[src/prd_consts.svh]
// How it works
// - The host picks a page by writing its number to the page register at 0xFF, and that page stays selected until the host writes another or reset loads 00h.
// - Each access below the global block on a listed page goes to the register at that byte address inside the selected page; reserved pages read zero.
// - Every register bit has one access type (read-write, read-only, latched high, latched low, fixed high, fixed low, clear on read).
// - Pages 00h, 01h, 02h and 03h select control, status, management/mirroring and interrupt control.
// - Page 05h selects the address table and VLAN table access registers.
// - Pages 10h to 17h select the copper PHY of ports 0 to 7, one page per port in order.
// - Pages 20h to 28h select the statistics counters of one port each.
// - Pages 30h, 31h, 32h and 34h select QoS, port VLAN, trunking and 802.1Q VLAN.
// - Pages 36h, 40h, 41h, 42h and 43h select attack prevention, jumbo, storm, authentication and spanning tree.
// - Pages 70h, 71h and 72h select snapshot control, per-port snapshot control and loop detection.
// - Page 88h selects the management port external PHY; 90h, 91h and 92h select time sync, remarking and EEE.
// - Addresses F0h to FFh reach the same global registers whatever page is selected.
`ifndef PRD_CONSTS_SVH
`define PRD_CONSTS_SVH

// Global block
`define PRD_GLOBAL_BASE      8'hf0
`define PRD_SPI_DATA_LAST    8'hf7
`define PRD_STATUS_ADDR      8'hfe
`define PRD_PAGE_ADDR        8'hff
`define PRD_PAGE_RESET       8'h00
`define PRD_ZERO_BYTE        8'h00

// Page codes
`define PRD_PG_CONTROL       8'h00
`define PRD_PG_STATUS        8'h01
`define PRD_PG_MGMT          8'h02
`define PRD_PG_INTR          8'h03
`define PRD_PG_INTR_ALIAS    8'h04
`define PRD_PG_TABLE         8'h05
`define PRD_PG_PHY_FIRST     8'h10
`define PRD_PG_PHY_LAST      8'h17
`define PRD_PG_STATS_FIRST   8'h20
`define PRD_PG_STATS_LAST    8'h28
`define PRD_PG_QOS           8'h30
`define PRD_PG_PORT_VLAN     8'h31
`define PRD_PG_TRUNK         8'h32
`define PRD_PG_QVLAN         8'h34
`define PRD_PG_ATTACK        8'h36
`define PRD_PG_JUMBO         8'h40
`define PRD_PG_STORM         8'h41
`define PRD_PG_AUTH          8'h42
`define PRD_PG_SPAN          8'h43
`define PRD_PG_SNAP_CTRL     8'h70
`define PRD_PG_PORT_SNAP     8'h71
`define PRD_PG_LOOP          8'h72
`define PRD_PG_EXT_PHY       8'h88
`define PRD_PG_TIME_SYNC     8'h90
`define PRD_PG_REMARK        8'h91
`define PRD_PG_EEE           8'h92
`define PRD_PORT_NONE        4'h0

// Access type of each bit of the global status byte
`define PRD_ST_RO_MASK       8'h03
`define PRD_ST_LH_MASK       8'h0c
`define PRD_ST_LL_MASK       8'h10
`define PRD_ST_SC_MASK       8'h20
`define PRD_ST_FH_MASK       8'h40
`define PRD_ST_FL_MASK       8'h80
`define PRD_ST_RESET         8'h10

// Longest wait for a page group to answer
`define PRD_CLK_NS           40
`define PRD_GRP_WAIT_NS      640
`define PRD_GRP_WAIT_CYC     (`PRD_GRP_WAIT_NS / `PRD_CLK_NS)
`define PRD_CNT_ZERO         5'h00
`define PRD_CNT_ONE          5'h01

`endif

[src/prd_pkg.sv]
package prd_pkg;

    typedef enum logic [4:0] {
        GRP_NONE,
        GRP_CONTROL,
        GRP_STATUS,
        GRP_MGMT_MIRROR,
        GRP_INTR,
        GRP_TABLE_ACCESS,
        GRP_COPPER_PHY,
        GRP_STATS,
        GRP_QOS,
        GRP_PORT_VLAN,
        GRP_TRUNK,
        GRP_QVLAN,
        GRP_ATTACK_PREV,
        GRP_JUMBO,
        GRP_STORM,
        GRP_AUTH,
        GRP_SPAN_TREE,
        GRP_SNAP_CTRL,
        GRP_PORT_SNAP,
        GRP_LOOP,
        GRP_EXT_PHY,
        GRP_TIME_SYNC,
        GRP_REMARK,
        GRP_EEE,
        GRP_GLOBAL
    } prd_grp_t;

    typedef enum logic [0:0] {
        ST_IDLE,
        ST_WAIT
    } prd_state_t;

    typedef struct packed {
        prd_state_t  state;
        logic [7:0]  page;
        logic [7:0]  status;
        logic        host_ack;
        logic [7:0]  host_rdata;
        logic        grp_req;
        logic        grp_we;
        prd_grp_t    grp_sel;
        logic [3:0]  grp_port;
        logic [7:0]  grp_addr;
        logic [7:0]  grp_wdata;
        logic [4:0]  wait_cnt;
    } prd_regs_t;

endpackage

[src/prd_decoder.sv]
`timescale 1ns/1ps
`include "prd_consts.svh"

module prd_decoder
(
    input  wire logic              ref_clk,
    input  wire logic              sys_rst,
    input  wire logic              host_req,
    input  wire logic              host_we,
    input  wire logic [7:0]        host_addr,
    input  wire logic [7:0]        host_wdata,
    output logic                   host_ack,
    output logic [7:0]             host_rdata,
    output logic [7:0]             page_sel,
    output logic                   grp_req,
    output logic                   grp_we,
    output prd_pkg::prd_grp_t      grp_sel,
    output logic [3:0]             grp_port,
    output logic [7:0]             grp_addr,
    output logic [7:0]             grp_wdata,
    input  wire logic              grp_ack,
    input  wire logic [7:0]        grp_rdata,
    input  wire logic [7:0]        status_src
);
    import prd_pkg::*;

    // Masks held as typed constants so that single bits can be picked
    localparam logic [7:0] ST_RO      = `PRD_ST_RO_MASK;
    localparam logic [7:0] ST_LH      = `PRD_ST_LH_MASK;
    localparam logic [7:0] ST_LL      = `PRD_ST_LL_MASK;
    localparam logic [7:0] ST_SC      = `PRD_ST_SC_MASK;
    localparam logic [7:0] ST_FH      = `PRD_ST_FH_MASK;
    localparam logic [7:0] ST_FL      = `PRD_ST_FL_MASK;
    localparam logic [4:0] WAIT_LIMIT = 5'(`PRD_GRP_WAIT_CYC);

    prd_regs_t   r_q;
    prd_regs_t   r_d;
    prd_grp_t    map_grp;
    logic [3:0]  map_port;
    logic        take;
    logic        is_global;
    logic        is_page_reg;
    logic        is_status;
    logic        is_spi_data;
    logic        status_rd;
    logic [7:0]  status_next;
    logic [7:0]  status_view;

    // Decode of the currently selected page
    prd_page_map u_map
    (
        .page (r_q.page),
        .grp  (map_grp),
        .port (map_port)
    );

    // Request classification; a request while waiting is ignored
    assign take        = host_req && (r_q.state == ST_IDLE);
    assign is_global   = host_addr >= `PRD_GLOBAL_BASE;
    assign is_page_reg = host_addr == `PRD_PAGE_ADDR;
    assign is_status   = host_addr == `PRD_STATUS_ADDR;
    assign is_spi_data = is_global && (host_addr <= `PRD_SPI_DATA_LAST);
    assign status_rd   = take && !host_we && is_status;

    // Per-bit access types of the global status byte
    genvar gi;
    generate
        for (gi = 0; gi < 8; gi++)
        begin : g_stat
            logic held;
            assign held = r_q.status[gi];
            // Latched bits: the capture wins over a read in the same cycle
            assign status_next[gi] =
                ST_LL[gi] ? (status_src[gi] &
                             (held | status_rd)) :
                (ST_LH[gi] | ST_SC[gi]) ?
                            (status_src[gi] |
                             (held & ~status_rd)) :
                1'b0;
            assign status_view[gi] =
                ST_FH[gi] ? 1'b1 :
                ST_FL[gi] ? 1'b0 :
                ST_RO[gi] ? status_src[gi] :
                held;
        end
    endgenerate

    // Next state of the whole block
    always_comb
    begin
        r_d          = r_q;
        r_d.host_ack = 1'b0;
        r_d.grp_req  = 1'b0;
        r_d.status   = status_next;
        unique case (r_q.state)
            ST_IDLE:
            begin
                if (take && is_global)
                begin
                    // Global block answers at once on any page, except F0h to F7h, which wait for the global group
                    r_d.host_ack   = 1'b1;
                    r_d.host_rdata = `PRD_ZERO_BYTE;
                    if (is_page_reg)
                    begin
                        if (host_we)
                            r_d.page = host_wdata;
                        r_d.host_rdata = r_q.page;
                    end
                    else if (is_status)
                        r_d.host_rdata = status_view;
                    else if (is_spi_data)
                    begin
                        r_d.host_ack  = 1'b0;
                        // Old read data stands until the group answers
                        r_d.host_rdata = r_q.host_rdata;
                        r_d.grp_req   = 1'b1;
                        r_d.grp_we    = host_we;
                        r_d.grp_sel   = GRP_GLOBAL;
                        r_d.grp_port  = `PRD_PORT_NONE;
                        r_d.grp_addr  = host_addr;
                        r_d.grp_wdata = host_wdata;
                        r_d.wait_cnt  = `PRD_CNT_ZERO;
                        r_d.state     = ST_WAIT;
                    end
                end
                else if (take && (map_grp == GRP_NONE))
                begin
                    // Reserved page: zero, no forward, no effect
                    r_d.host_ack   = 1'b1;
                    r_d.host_rdata = `PRD_ZERO_BYTE;
                end
                else if (take)
                begin
                    // Forward into the selected page
                    r_d.grp_req   = 1'b1;
                    r_d.grp_we    = host_we;
                    r_d.grp_sel   = map_grp;
                    r_d.grp_port  = map_port;
                    r_d.grp_addr  = host_addr;
                    r_d.grp_wdata = host_wdata;
                    r_d.wait_cnt  = `PRD_CNT_ZERO;
                    r_d.state     = ST_WAIT;
                end
            end
            ST_WAIT:
            begin
                // A silent group must not hang the host, so time it out
                r_d.wait_cnt = r_q.wait_cnt + `PRD_CNT_ONE;
                if (grp_ack)
                begin
                    r_d.host_ack   = 1'b1;
                    r_d.host_rdata = grp_rdata;
                    r_d.state      = ST_IDLE;
                end
                else if (r_q.wait_cnt == 5'(`PRD_GRP_WAIT_CYC))
                begin
                    r_d.host_ack   = 1'b1;
                    r_d.host_rdata = `PRD_ZERO_BYTE;
                    r_d.state      = ST_IDLE;
                end
            end
        endcase
    end

    // State register
    always_ff @(posedge ref_clk or posedge sys_rst)
    begin
        if (sys_rst)
        begin
            r_q            <= '0;
            r_q.state      <= ST_IDLE;
            r_q.page       <= `PRD_PAGE_RESET;
            r_q.status     <= `PRD_ST_RESET;
            r_q.grp_sel    <= GRP_NONE;
        end
        else
            r_q <= r_d;
    end

    // Outputs straight from flip-flops
    assign host_ack   = r_q.host_ack;
    assign host_rdata = r_q.host_rdata;
    assign page_sel   = r_q.page;
    assign grp_req    = r_q.grp_req;
    assign grp_we     = r_q.grp_we;
    assign grp_sel    = r_q.grp_sel;
    assign grp_port   = r_q.grp_port;
    assign grp_addr   = r_q.grp_addr;
    assign grp_wdata  = r_q.grp_wdata;

    logic fwd_take;
    assign fwd_take = take && !is_global && (map_grp != GRP_NONE);
endmodule

[src/prd_page_map.sv]
`timescale 1ns/1ps
`include "prd_consts.svh"

module prd_page_map
(
    input  wire logic [7:0]        page,
    output prd_pkg::prd_grp_t      grp,
    output logic [3:0]             port
);
    import prd_pkg::*;

    // Page number to functional group; unlisted codes stay reserved
    always_comb
    begin
        grp  = GRP_NONE;
        port = `PRD_PORT_NONE;
        unique case (page) inside
            `PRD_PG_CONTROL:    grp = GRP_CONTROL;
            `PRD_PG_STATUS:     grp = GRP_STATUS;
            `PRD_PG_MGMT:       grp = GRP_MGMT_MIRROR;
            `PRD_PG_INTR,
            `PRD_PG_INTR_ALIAS: grp = GRP_INTR;
            `PRD_PG_TABLE:      grp = GRP_TABLE_ACCESS;
            [`PRD_PG_PHY_FIRST:`PRD_PG_PHY_LAST]:
            begin
                grp  = GRP_COPPER_PHY;
                port = 4'(page - `PRD_PG_PHY_FIRST);
            end
            [`PRD_PG_STATS_FIRST:`PRD_PG_STATS_LAST]:
            begin
                grp  = GRP_STATS;
                port = 4'(page - `PRD_PG_STATS_FIRST);
            end
            `PRD_PG_QOS:        grp = GRP_QOS;
            `PRD_PG_PORT_VLAN:  grp = GRP_PORT_VLAN;
            `PRD_PG_TRUNK:      grp = GRP_TRUNK;
            `PRD_PG_QVLAN:      grp = GRP_QVLAN;
            `PRD_PG_ATTACK:     grp = GRP_ATTACK_PREV;
            `PRD_PG_JUMBO:      grp = GRP_JUMBO;
            `PRD_PG_STORM:      grp = GRP_STORM;
            `PRD_PG_AUTH:       grp = GRP_AUTH;
            `PRD_PG_SPAN:       grp = GRP_SPAN_TREE;
            `PRD_PG_SNAP_CTRL:  grp = GRP_SNAP_CTRL;
            `PRD_PG_PORT_SNAP:  grp = GRP_PORT_SNAP;
            `PRD_PG_LOOP:       grp = GRP_LOOP;
            `PRD_PG_EXT_PHY:    grp = GRP_EXT_PHY;
            `PRD_PG_TIME_SYNC:  grp = GRP_TIME_SYNC;
            `PRD_PG_REMARK:     grp = GRP_REMARK;
            `PRD_PG_EEE:        grp = GRP_EEE;
            default:            grp = GRP_NONE;
        endcase
    end

endmodule

[config.mk]
export PLATFORM = sky130hd
export DESIGN_NAME = prd_decoder
export DESIGN_NICKNAME = d
export VERILOG_FILES = /design/src/prd_pkg.sv /design/src/prd_decoder.sv /design/src/prd_page_map.sv
export VERILOG_INCLUDE_DIRS = /design/src
export SDC_FILE = /design/constraint.sdc
export NUM_CORES = 1
export LEC_CHECK = 0
export BUFFER_PORTS_ARGS = -buffer_cell sky130_fd_sc_hd__clkbuf_2
export CORE_AREA = 2 2 98 71
export CTS_CLUSTER_DIAMETER = 100
export DETAILED_ROUTE_END_ITERATION = 10
export DIE_AREA = 0 0 100 73
export PLACE_DENSITY = 0.8
export SLEW_MARGIN = 15
export SYNTH_ARGS = -nofsm -noshare
export SYNTH_HDL_FRONTEND = slang
export SYNTH_HIERARCHICAL = 1
export SYNTH_SLANG_ARGS = --single-unit
[constraint.sdc]
create_clock -name ref_clk -period 3.6 [get_ports ref_clk]
set_input_delay 0.36 -clock ref_clk [delete_from_list [all_inputs] [get_ports ref_clk]]
set_output_delay 0.36 -clock ref_clk [all_outputs]
set_load 0.1 [all_outputs]
---- Yosys cells after proc, flatten, opt, wreduce, memory -nomap -nowiden ----
Index checks and enable logic that the tools add are counted.
word-level totals
  bits in registers ....................... 54
cells by class
  $add $sub $neg .......................... 3
  magnitude comparators ................... 6
  eq/ne operators ......................... 36
  multiplexer cells ....................... 27
  bitwise operators ....................... 10
  reductions and logical operators ........ 17
operators with widths
  operator                                                           count
  2-to-1 mux 32 bit                                                  4
  one-hot mux 5 bit (23 select lines)                                1
  2-to-1 mux 41 bit                                                  2
  == test 8 x 7 -> 1 bit, second input constant                      7
  == test 8 bit, second input constant                               6
  == test 8 x 6 -> 1 bit, second input constant                      5
  2-to-1 mux 27 bit                                                  1
  2-to-1 mux 9 bit                                                   3
  one-hot mux 9 bit (2 select lines)                                 1
  == test 8 x 2 -> 1 bit, second input constant                      2
  == test 8 x 3 -> 1 bit, second input constant                      2
  2-to-1 mux 8 bit                                                   2
  != test 3 bit, second input constant                               4
  2-to-1 mux 1 bit                                                   10
  one-hot mux 5 bit (2 select lines)                                 1
  == test 8 x 1 -> 1 bit, second input constant                      1
  greater-or-equal comparator 8 x 5 -> 1 bit, second input constant  1
  greater-or-equal comparator 8 x 6 -> 1 bit, second input constant  1
  greater-or-equal comparator 8 bit, second input constant           1
  <= comparator 8 x 5 -> 1 bit, second input constant                1
  <= comparator 8 x 6 -> 1 bit, second input constant                1
  <= comparator 8 bit, second input constant                         1
  logical AND 1 bit                                                  8
  logical NOT 8 bit                                                  1
  20 further kinds                                                   32

---- Logic depth before layout (Yosys ltp) ----
Gate-level depths: netlist of the first run.
  depth after elaboration ................. 8
  mapped depth ............................ 12
  mapped depth without buffers ............ 9

---- Modules after synthesis ----
Netlist of the first run, hierarchy kept.
modules (own cells, without submodules)
  module        times used  cells each  area an instance (µm²)  seq. area each (µm²)
  prd_decoder   1           215         2665.1                  1352.5
  prd_page_map  1           65          439.2                   0.0

---- Least setup slack after synthesis of the first run ----
Ideal clock, no wire load.
  path type ............................... register to register
  start ................................... register, netlist name page_sel[4]
  end ..................................... register r_q (netlist bit grp_addr[0])
  setup time .............................. 0.125 ns
  arrival time ............................ 2.650 ns
  data required time ...................... 3.475 ns
  slack ................................... 0.825 ns
  stages on the path, launching flop included .. 13
  period minus slack after synthesis ...... 2.775 ns
  cells stage by stage .................... dfrtp_1 buf_6 or3_1 a31oi_1 o221ai_1 nand3b_1 nor4_4 and3_4 or3_4 buf_6 inv_8 buf_12 mux2_4
on the way
  longest elaborated chain between the ends .. 7
ends and longest elaborated chain
  what                                                                                RTL line            RTL
  greater-or-equal comparator 8 x 6 -> 1 bit (no line), or another cell as far along  -
  logical AND 1 bit (no line) / OR reduction 2 bit (equally long branches)            -
  one-hot mux 5 bit (23 select lines) *                                               prd_page_map.sv:17  unique case (page) inside
  named net map_grp[1]                                                                prd_decoder.sv:38   prd_grp_t map_grp;
  logical NOT 5 bit *                                                                 prd_decoder.sv:126  else if (take && (map_grp == GRP_NONE))
  logical AND 1 bit *                                                                 prd_decoder.sv:126
  != test 2 bit (no line) *                                                           -
  AND reduction 6 bit (no line) *                                                     -
  end signal, assigned                                                                prd_decoder.sv:177  r_q <= r_d;
  end, declared                                                                       prd_decoder.sv:36   prd_regs_t r_q;
Mark *: on every way through the listed nets, which the timed path passes. The rest lies on a longest branch.
A chain may end at the register's enable or synchronous reset.

---- Final worst setup path of the first run ----
  start ................................... register, netlist name page_sel[4]
  end ..................................... register r_q (netlist bit grp_wdata[7])
on the way
  longest elaborated chain between the ends .. 7
ends and longest elaborated chain
  what                                                                                RTL line
  greater-or-equal comparator 8 x 6 -> 1 bit (no line), or another cell as far along  -
  logical AND 1 bit (no line) / OR reduction 2 bit (equally long branches)            -
  one-hot mux 5 bit (23 select lines) *                                               prd_page_map.sv:17
  named net map_grp[1]                                                                prd_decoder.sv:38
  logical NOT 5 bit *                                                                 prd_decoder.sv:126
  logical AND 1 bit *                                                                 prd_decoder.sv:126
  != test 2 bit (no line) *                                                           -
  AND reduction 6 bit (no line) *                                                     -
Marked as above.

==> results of run 1 <==
## worst paths after layout
check	slack, ns	to	depth (start not counted)
max	0.50	grp_wdata[7]$_DFFE_PP0P_	9
min	0.04	host_ack$_DFF_PP0_	2
max reg2reg	0.50	grp_wdata[7]$_DFFE_PP0P_	9
min reg2reg	0.48	g_stat[4].held$_DFF_PP1_	2
max in group asynchronous	2.76	grp_sel[2]$_DFFE_PP0P_	3
min in group ref_clk	0.23	g_stat[5].held$_DFF_PP0_	2
## per-stage QoR
step           setup WS, ns  instance area [sq um]  hold WS [ns]  power [mW]  utilization
4_1_cts               0.534                   3310        0.0557        2.31        0.508
3_3_place_gp          0.633                   3210         0.379        1.94        0.494
3_5_place_dp          0.554                   3210         0.393        1.96        0.494
2_1_floorplan         0.825                   3100         0.448        1.93            -
6_report              0.496                   3310        0.0409        2.30        0.508
5_1_grt               0.362                   3310        0.0735        2.39        0.508
## registers in the layout (all words and copies together), names as in the netlist
name	count
grp_addr	8
grp_wdata	8
host_rdata	8
page_sel	8
r_q	6
grp_sel	5
g_stat.held	4
grp_port	4
grp_req	1
grp_we	1
host_ack	1
## area by class of cell
type,instances,area (sq um),share of cell area
flip-flops and latches,54,1350,0.409
multi-input cells,160,1280,0.388
repair buffers,82,420,0.127
well taps,81,101,0.0306
clock buffers,6,82.6,0.0250
inverters,13,56.3,0.0170
clock inverters,2,12.5,0.00378
## synth_stat cells, drive strengths merged, types with 3 or more instances
cell,instances,area share
inv,13,0.018
o22a,7,0.020
buf,51,0.13
nor3,5,0.0081
a21o,3,0.0073
nor2,20,0.029
mux2i,6,0.019
a211oi,3,0.0073
mux2,20,0.085
dfrtp,53,0.43
nand2,12,0.015
or3,5,0.012
a22o,9,0.025
a221o,8,0.026
o21ai,6,0.0097
nand2b,3,0.0085
o311ai,3,0.011
and3,3,0.0081
nand3b,3,0.0073
nand4,4,0.0081
and2,3,0.0069
nand3,3,0.0048
xor2,5,0.014
nor4,5,0.015
## cell families (layout without fill, tap and decap cells)
logic type,count (synthesis),in the layout
AO/OA/AOI/OAI,48,48
buffers and inverters,66,103
flip-flops,54,54
multiplexers,26,26
adder cells (fa/ha/maj),2,2
AND/OR/NAND/NOR,78,78
XOR/XNOR,6,6
## power groups by stage
stage / Sequential [mW] / Clock (mW) / Combinational, mW
4_1_cts: 0.802 / 0.363 / 1.15
5_1_grt: 0.819 / 0.385 / 1.18
2_1_floorplan: 0.835 / 0 / 1.09
6_report: 0.800 / 0.355 / 1.14
3_3_place_gp: 0.808 / 0 / 1.13
3_5_place_dp: 0.812 / 0 / 1.14
## routing by layer
metal  up-vias  GRT usage
met5         -          0
met4         0     0.0472
met3        15     0.0431
met2        80      0.300
met1      1049      0.261
li1       1032          -
## placed cells by master, fill, tap and decap left out, drive strengths merged, types with 2 or more instances in the layout
cell / count
a211oi: 3
a21o: 3
a21oi: 2
a221o: 8
a22o: 9
and2: 3
and2b: 2
and3: 3
buf: 4
clkbuf: 84
dfrtp: 53
ha: 2
inv: 13
mux2: 20
mux2i: 6
nand2: 12
nand2b: 3
nand3: 3
nand3b: 3
nand4: 4
nand4b: 2
nor2: 20
nor3: 5
nor4: 5
o211ai: 2
o21a: 2
o21ai: 6
o22a: 7
o311ai: 3
or2: 2
or3: 5
xor2: 5
==> impl_results.md, run 1 <==
- Num CTS Buffers: 5
- Critical path launch point: page_sel[4]$_DFFE_PP0P_
- Initial antenna violation count: 0
- Mapped Cells: between 200 and 300
- Status: finished, final reports clean
- Slowest cell on the critical path: dfrtp_1
- RSZ-0062 raised after global routing: false
- Setup CP Type: reg2reg
- Diode count: 0
- Final cell count without fillers: 398
- Gr ovfl total: 0
- Leak: 1.65 nW
- Final setup viols: 0
- Cell variety after synth: 58
- Startpoint types: flop
- Met3 WL: 382 um
- CTS tree: yes
- Core area: about 6500 sq um
- Die H: 73 um
- Synth Flop Type: dfrtp_1
- Clock Sink Count: 54
- Max Cap Violations: 0
- Post-route ant nets: 0
- Residual DRC count: 0
- Slew at the pin closest to its max-slew limit: about 0.79 ns
- Vias: about 2.2k
- VDD IR max: between 400 and 500 uV
- CP bufs+invs: 1
- Post-CTS Hold Fix Bufs: 0
- Uppermost layer routed: met4
- Async SR Flop Fraction: 1.00
- Area grow syn2layout: 6.57%
- Peak fanout along the critical path: 22
- Layout cells sized above 1: 0.397
- DR pass1 iterations: 4
- CP Cell Sequence: or3_1 > a31oi_1 > o221ai_1 > nand3b_1 > nor4_4 > and3_4 > or3_4 > inv_8 > mux2_2
- Crit path max-delay family: simple AND/OR/NAND/NOR gates
- Clock root cell: clkbuf_8
- EDFF count, synth: 0
- Vias/cell: 5.47
- Final-stage net count: between 300 and 400
- Fillers: 627
- Internal Pwr Total: 1.10 mW
- Dpl hpwl: 4840 um
- Switching part of the total: 0.522
- Critical path capture point type: flop
- Post-Syn Area: 3100 sq um
- Flop pwr share: 0.349
- Ys Warns: 6
- Iter 0 DRT Violations: 132
- GRT Total Usage: 0.188
- Placed Cells: 390
- Die span in x: around 100 um
- Pwr per Cell Area: 694 nW/um^2
- Met2 routed WL: 2950 um
- Hold WC Path Type: in2async
- Combinational Power Share: 0.497
- I/O pin count: 81
- Setup TNS: 0 ns
- Total die area: 7300 sq um
- Period minus WS final: 3.10 ns
- H-Tree Depth: 2
- Max transition margin: 0.467
- GPL Wtd Cong: 0.900
- Clock Path Buffers: 2
- Routed WL: 6600 um
- Synthesized area per cell: 11.1 sq um
- Synth Area in Simple Gates: 0.158
- Mux share of post-synthesis cell area: 0.104
- Worst path arrival time: 3.30 ns
- Syn nets: about 320
- Largest stage delay, worst path: 0.56 ns
- Pins Over Slew Limit: 0
- Clock share of power: 0.155
- Starting Density: 0.477
- Count of state elements after synthesis: 54
- FP Rows: 25
- Sequential fraction of the synthesis area: 0.436
- Largest net degree at the start of global routing: 34
- Hold Fails Final Rpt: 0
- Global-route wire length before repair: between 10000 and 15000 um
- Metal-1 WL: 3190 um
- Post-synthesis compound-gate area fraction: 0.126
- Largest family of logic cells by synthesized area: simple AND/OR/NAND/NOR gates
- Post-CTS setup buffers: 0
- Drt wl/cell: 16.6 um
- Clk slew on worst S/H paths: 0.10 ns
- Peak Freq: 322 MHz
- Post_cts resized: 0
- Worst EP required: about 3.8 ns
- Worst-Skew Late Latency: slightly above 0.3 ns
- Sw power: 1.20 mW
- Max Clock Skew: 0.00932 ns
- Synth Area in XOR/XNOR: 0.0169
- Count of port buffers added during placement: a little under 80
- Vias in the first global route: 2161
- Tcrit/Tclk final: 0.862
- R2R Path Start: page_sel[4]$_DFFE_PP0P_
- Adder-Cell Fraction of Synth Area: 0.00806
(Power assumes the default switching activity.)
==> run 2, diff against run 1 <==
Settings changed: CAP_MARGIN set to 30, CTS_BUF_LIST set to sky130_fd_sc_hd__clkbuf_2, SETUP_SLACK_MARGIN set to 0.15.
==> run 2 against run 1 <==
Effect of this change:
- non-clock buffer count grew 1
- cell count grew 0.25%
- sequential power is essentially flat
- first-iteration DRC count grew 75%
- hold slack gained 0.028 ns
- largest power group unchanged
- combinational power is essentially flat
- maximum frequency shrank 0.62%
- power shrank 5.1%
==> impl_results.md, run 2 (synthesis results as in run 1) <==
- Worst-Skew Late Latency: 0.45 ns
- Most common cell after layout, fill and taps aside: clkbuf_2
- Max Cap Violations: 0
- Starting Density: 0.477
- Global-route wire length before repair: 10700 um
- Leak: 1.63 nW
- GRT Total Usage: 0.186
- Die H: 73 um
- Tcrit/Tclk final: 0.868
- Peak fanout along the critical path: 22
- Total die area: approximately 7300 sq um
- Max transition margin: 0.467
- Clock Sink Count: 54
- Post-route ant nets: 0
- Clock Path Buffers: 2
- Peak Freq: approximately 320 MHz
- VDD IR max: ~400 uV
- Max Clock Skew: 0.0402 ns
- Post_cts resized: 0
- Count of port buffers added during placement: 78
- CTS tree: yes
- Setup TNS: 0 ns
- Pwr per Cell Area: ~670 nW/um^2
- Final setup viols: 0
- Worst EP required: 3.97 ns
- H-Tree Depth: 2
- FP Rows: 25
- RSZ-0062 raised after global routing: false
- Initial antenna violation count: 0
- Worst path arrival time: 3.49 ns
- Drt wl/cell: 16.4 um
- Vias in the first global route: 2147
- Num CTS Buffers: 5
- Fillers: 630
- Setup CP Type: reg2reg
- Area grow syn2layout: 5.16%
- GPL Wtd Cong: 0.900
- Iter 0 DRT Violations: between 200 and 250
- Gr ovfl total: 0
- Slew at the pin closest to its max-slew limit: around 0.8 ns
- Critical path capture point type: flop
- R2R Path Start: page_sel[4]$_DFFE_PP0P_
- Beginning of the worst hold path: status_src[4]
- Critical path launch point: page_sel[4]$_DFFE_PP0P_
- Placed Cells: 390
- Hold WC Path Type: in2reg
- Status: finished, final reports clean
- DR pass1 iterations: 5
- Residual DRC count: 0
- Dpl hpwl: 4840 um
- Layout cells sized above 1: 0.393
- Pins Over Slew Limit: 0
- Clock root cell: clkbuf_2
- Largest net degree at the start of global routing: 34
- Period minus WS final: between 3 and 4 ns
- Clk slew on worst S/H paths: between 0.2 and 0.3 ns
- Vias/cell: between 5 and 6
- Diode count: 0
- Core area: 6510 sq um
- I/O pin count: 81
- Routed WL: 6540 um
- Final-stage net count: 356
- Die span in x: 100 um
- Vias: about 2.2k
- Final cell count without fillers: 399
- Most frequent cells in the layout: 83 x clkbuf_2, 53 x dfrtp_1, 19 x nor2_1
- Hold Fails Final Rpt: 0
- Startpoint types: flop
-- run 2: routing by layer --
metal,GRT usage,wire (um)
met5,0,0
met4,0.0472,57
met3,0.0421,432
met2,0.297,2900
met1,0.260,3160
-- run 2: where the power goes --
| part | switching [mW] | total (mW) | internal [mW] |
|---|---|---|---|
| Clock | 0.191 | 0.236 | 0.0443 |
| Sequential | 0.0804 | 0.801 | 0.720 |
| Combinational | 0.920 | 1.14 | 0.222 |
-- run 2: final timing paths --
kind,end,slack [ns],depth (start not counted)
setup / recovery,grp_wdata[7]$_DFFE_PP0P_,0.48,9
max in group asynchronous,grp_sel[2]$_DFFE_PP0P_,2.36,4
hold reg to reg,g_stat[4].held$_DFF_PP1_,0.49,2
hold / removal,g_stat[4].held$_DFF_PP1_,0.07,2
setup reg to reg,grp_wdata[7]$_DFFE_PP0P_,0.48,9
min in group asynchronous,host_ack$_DFF_PP0_,0.42,3
-- run 2: per-stage QoR --
stage | total power, mW | util | setup WS, ns | area [sq um] | hold slack (ns)
floorplan | 1.93 | - | 0.825 | 3100 | 0.448
global placement | 1.94 | 0.494 | 0.633 | 3210 | 0.379
detailed placement | 1.96 | 0.494 | 0.554 | 3210 | 0.393
CTS | 2.19 | 0.502 | 0.523 | 3260 | 0.0384
global route | 2.26 | 0.502 | 0.350 | 3260 | 0.0262
finish | 2.18 | 0.502 | 0.477 | 3260 | 0.0688
-- run 2: critical path: stages (launching register included) --
cell and delay, ns:
dfrtp_1 0.62, or3_1 0.44, a31oi_1 0.34, o221ai_1 0.16, nand3b_1 0.19, nor4_4 0.07
and3_4 0.20, or3_4 0.48, inv_8 0.20, mux2_2 0.35
-- run 2: repair_timing --
item                                    in CTS  in global routing
endpoints found under the hold margin       20                  0
setup buffers                                0                  0
endpoints found under the setup margin       0                  0
hold buffers                                 1                  0
-- run 2: area by class of cell --
class                           instances  area (sq um)  area share
Sequential cell                        54          1350       0.414
Multi-Input combinational cell        160          1280       0.393
Timing Repair Buffer                   83           430       0.132
Tap cell                               81           101      0.0310
Inverter                               13          56.3      0.0172
Clock buffer                            5          25.0     0.00767
Clock inverter                          3          16.3     0.00498
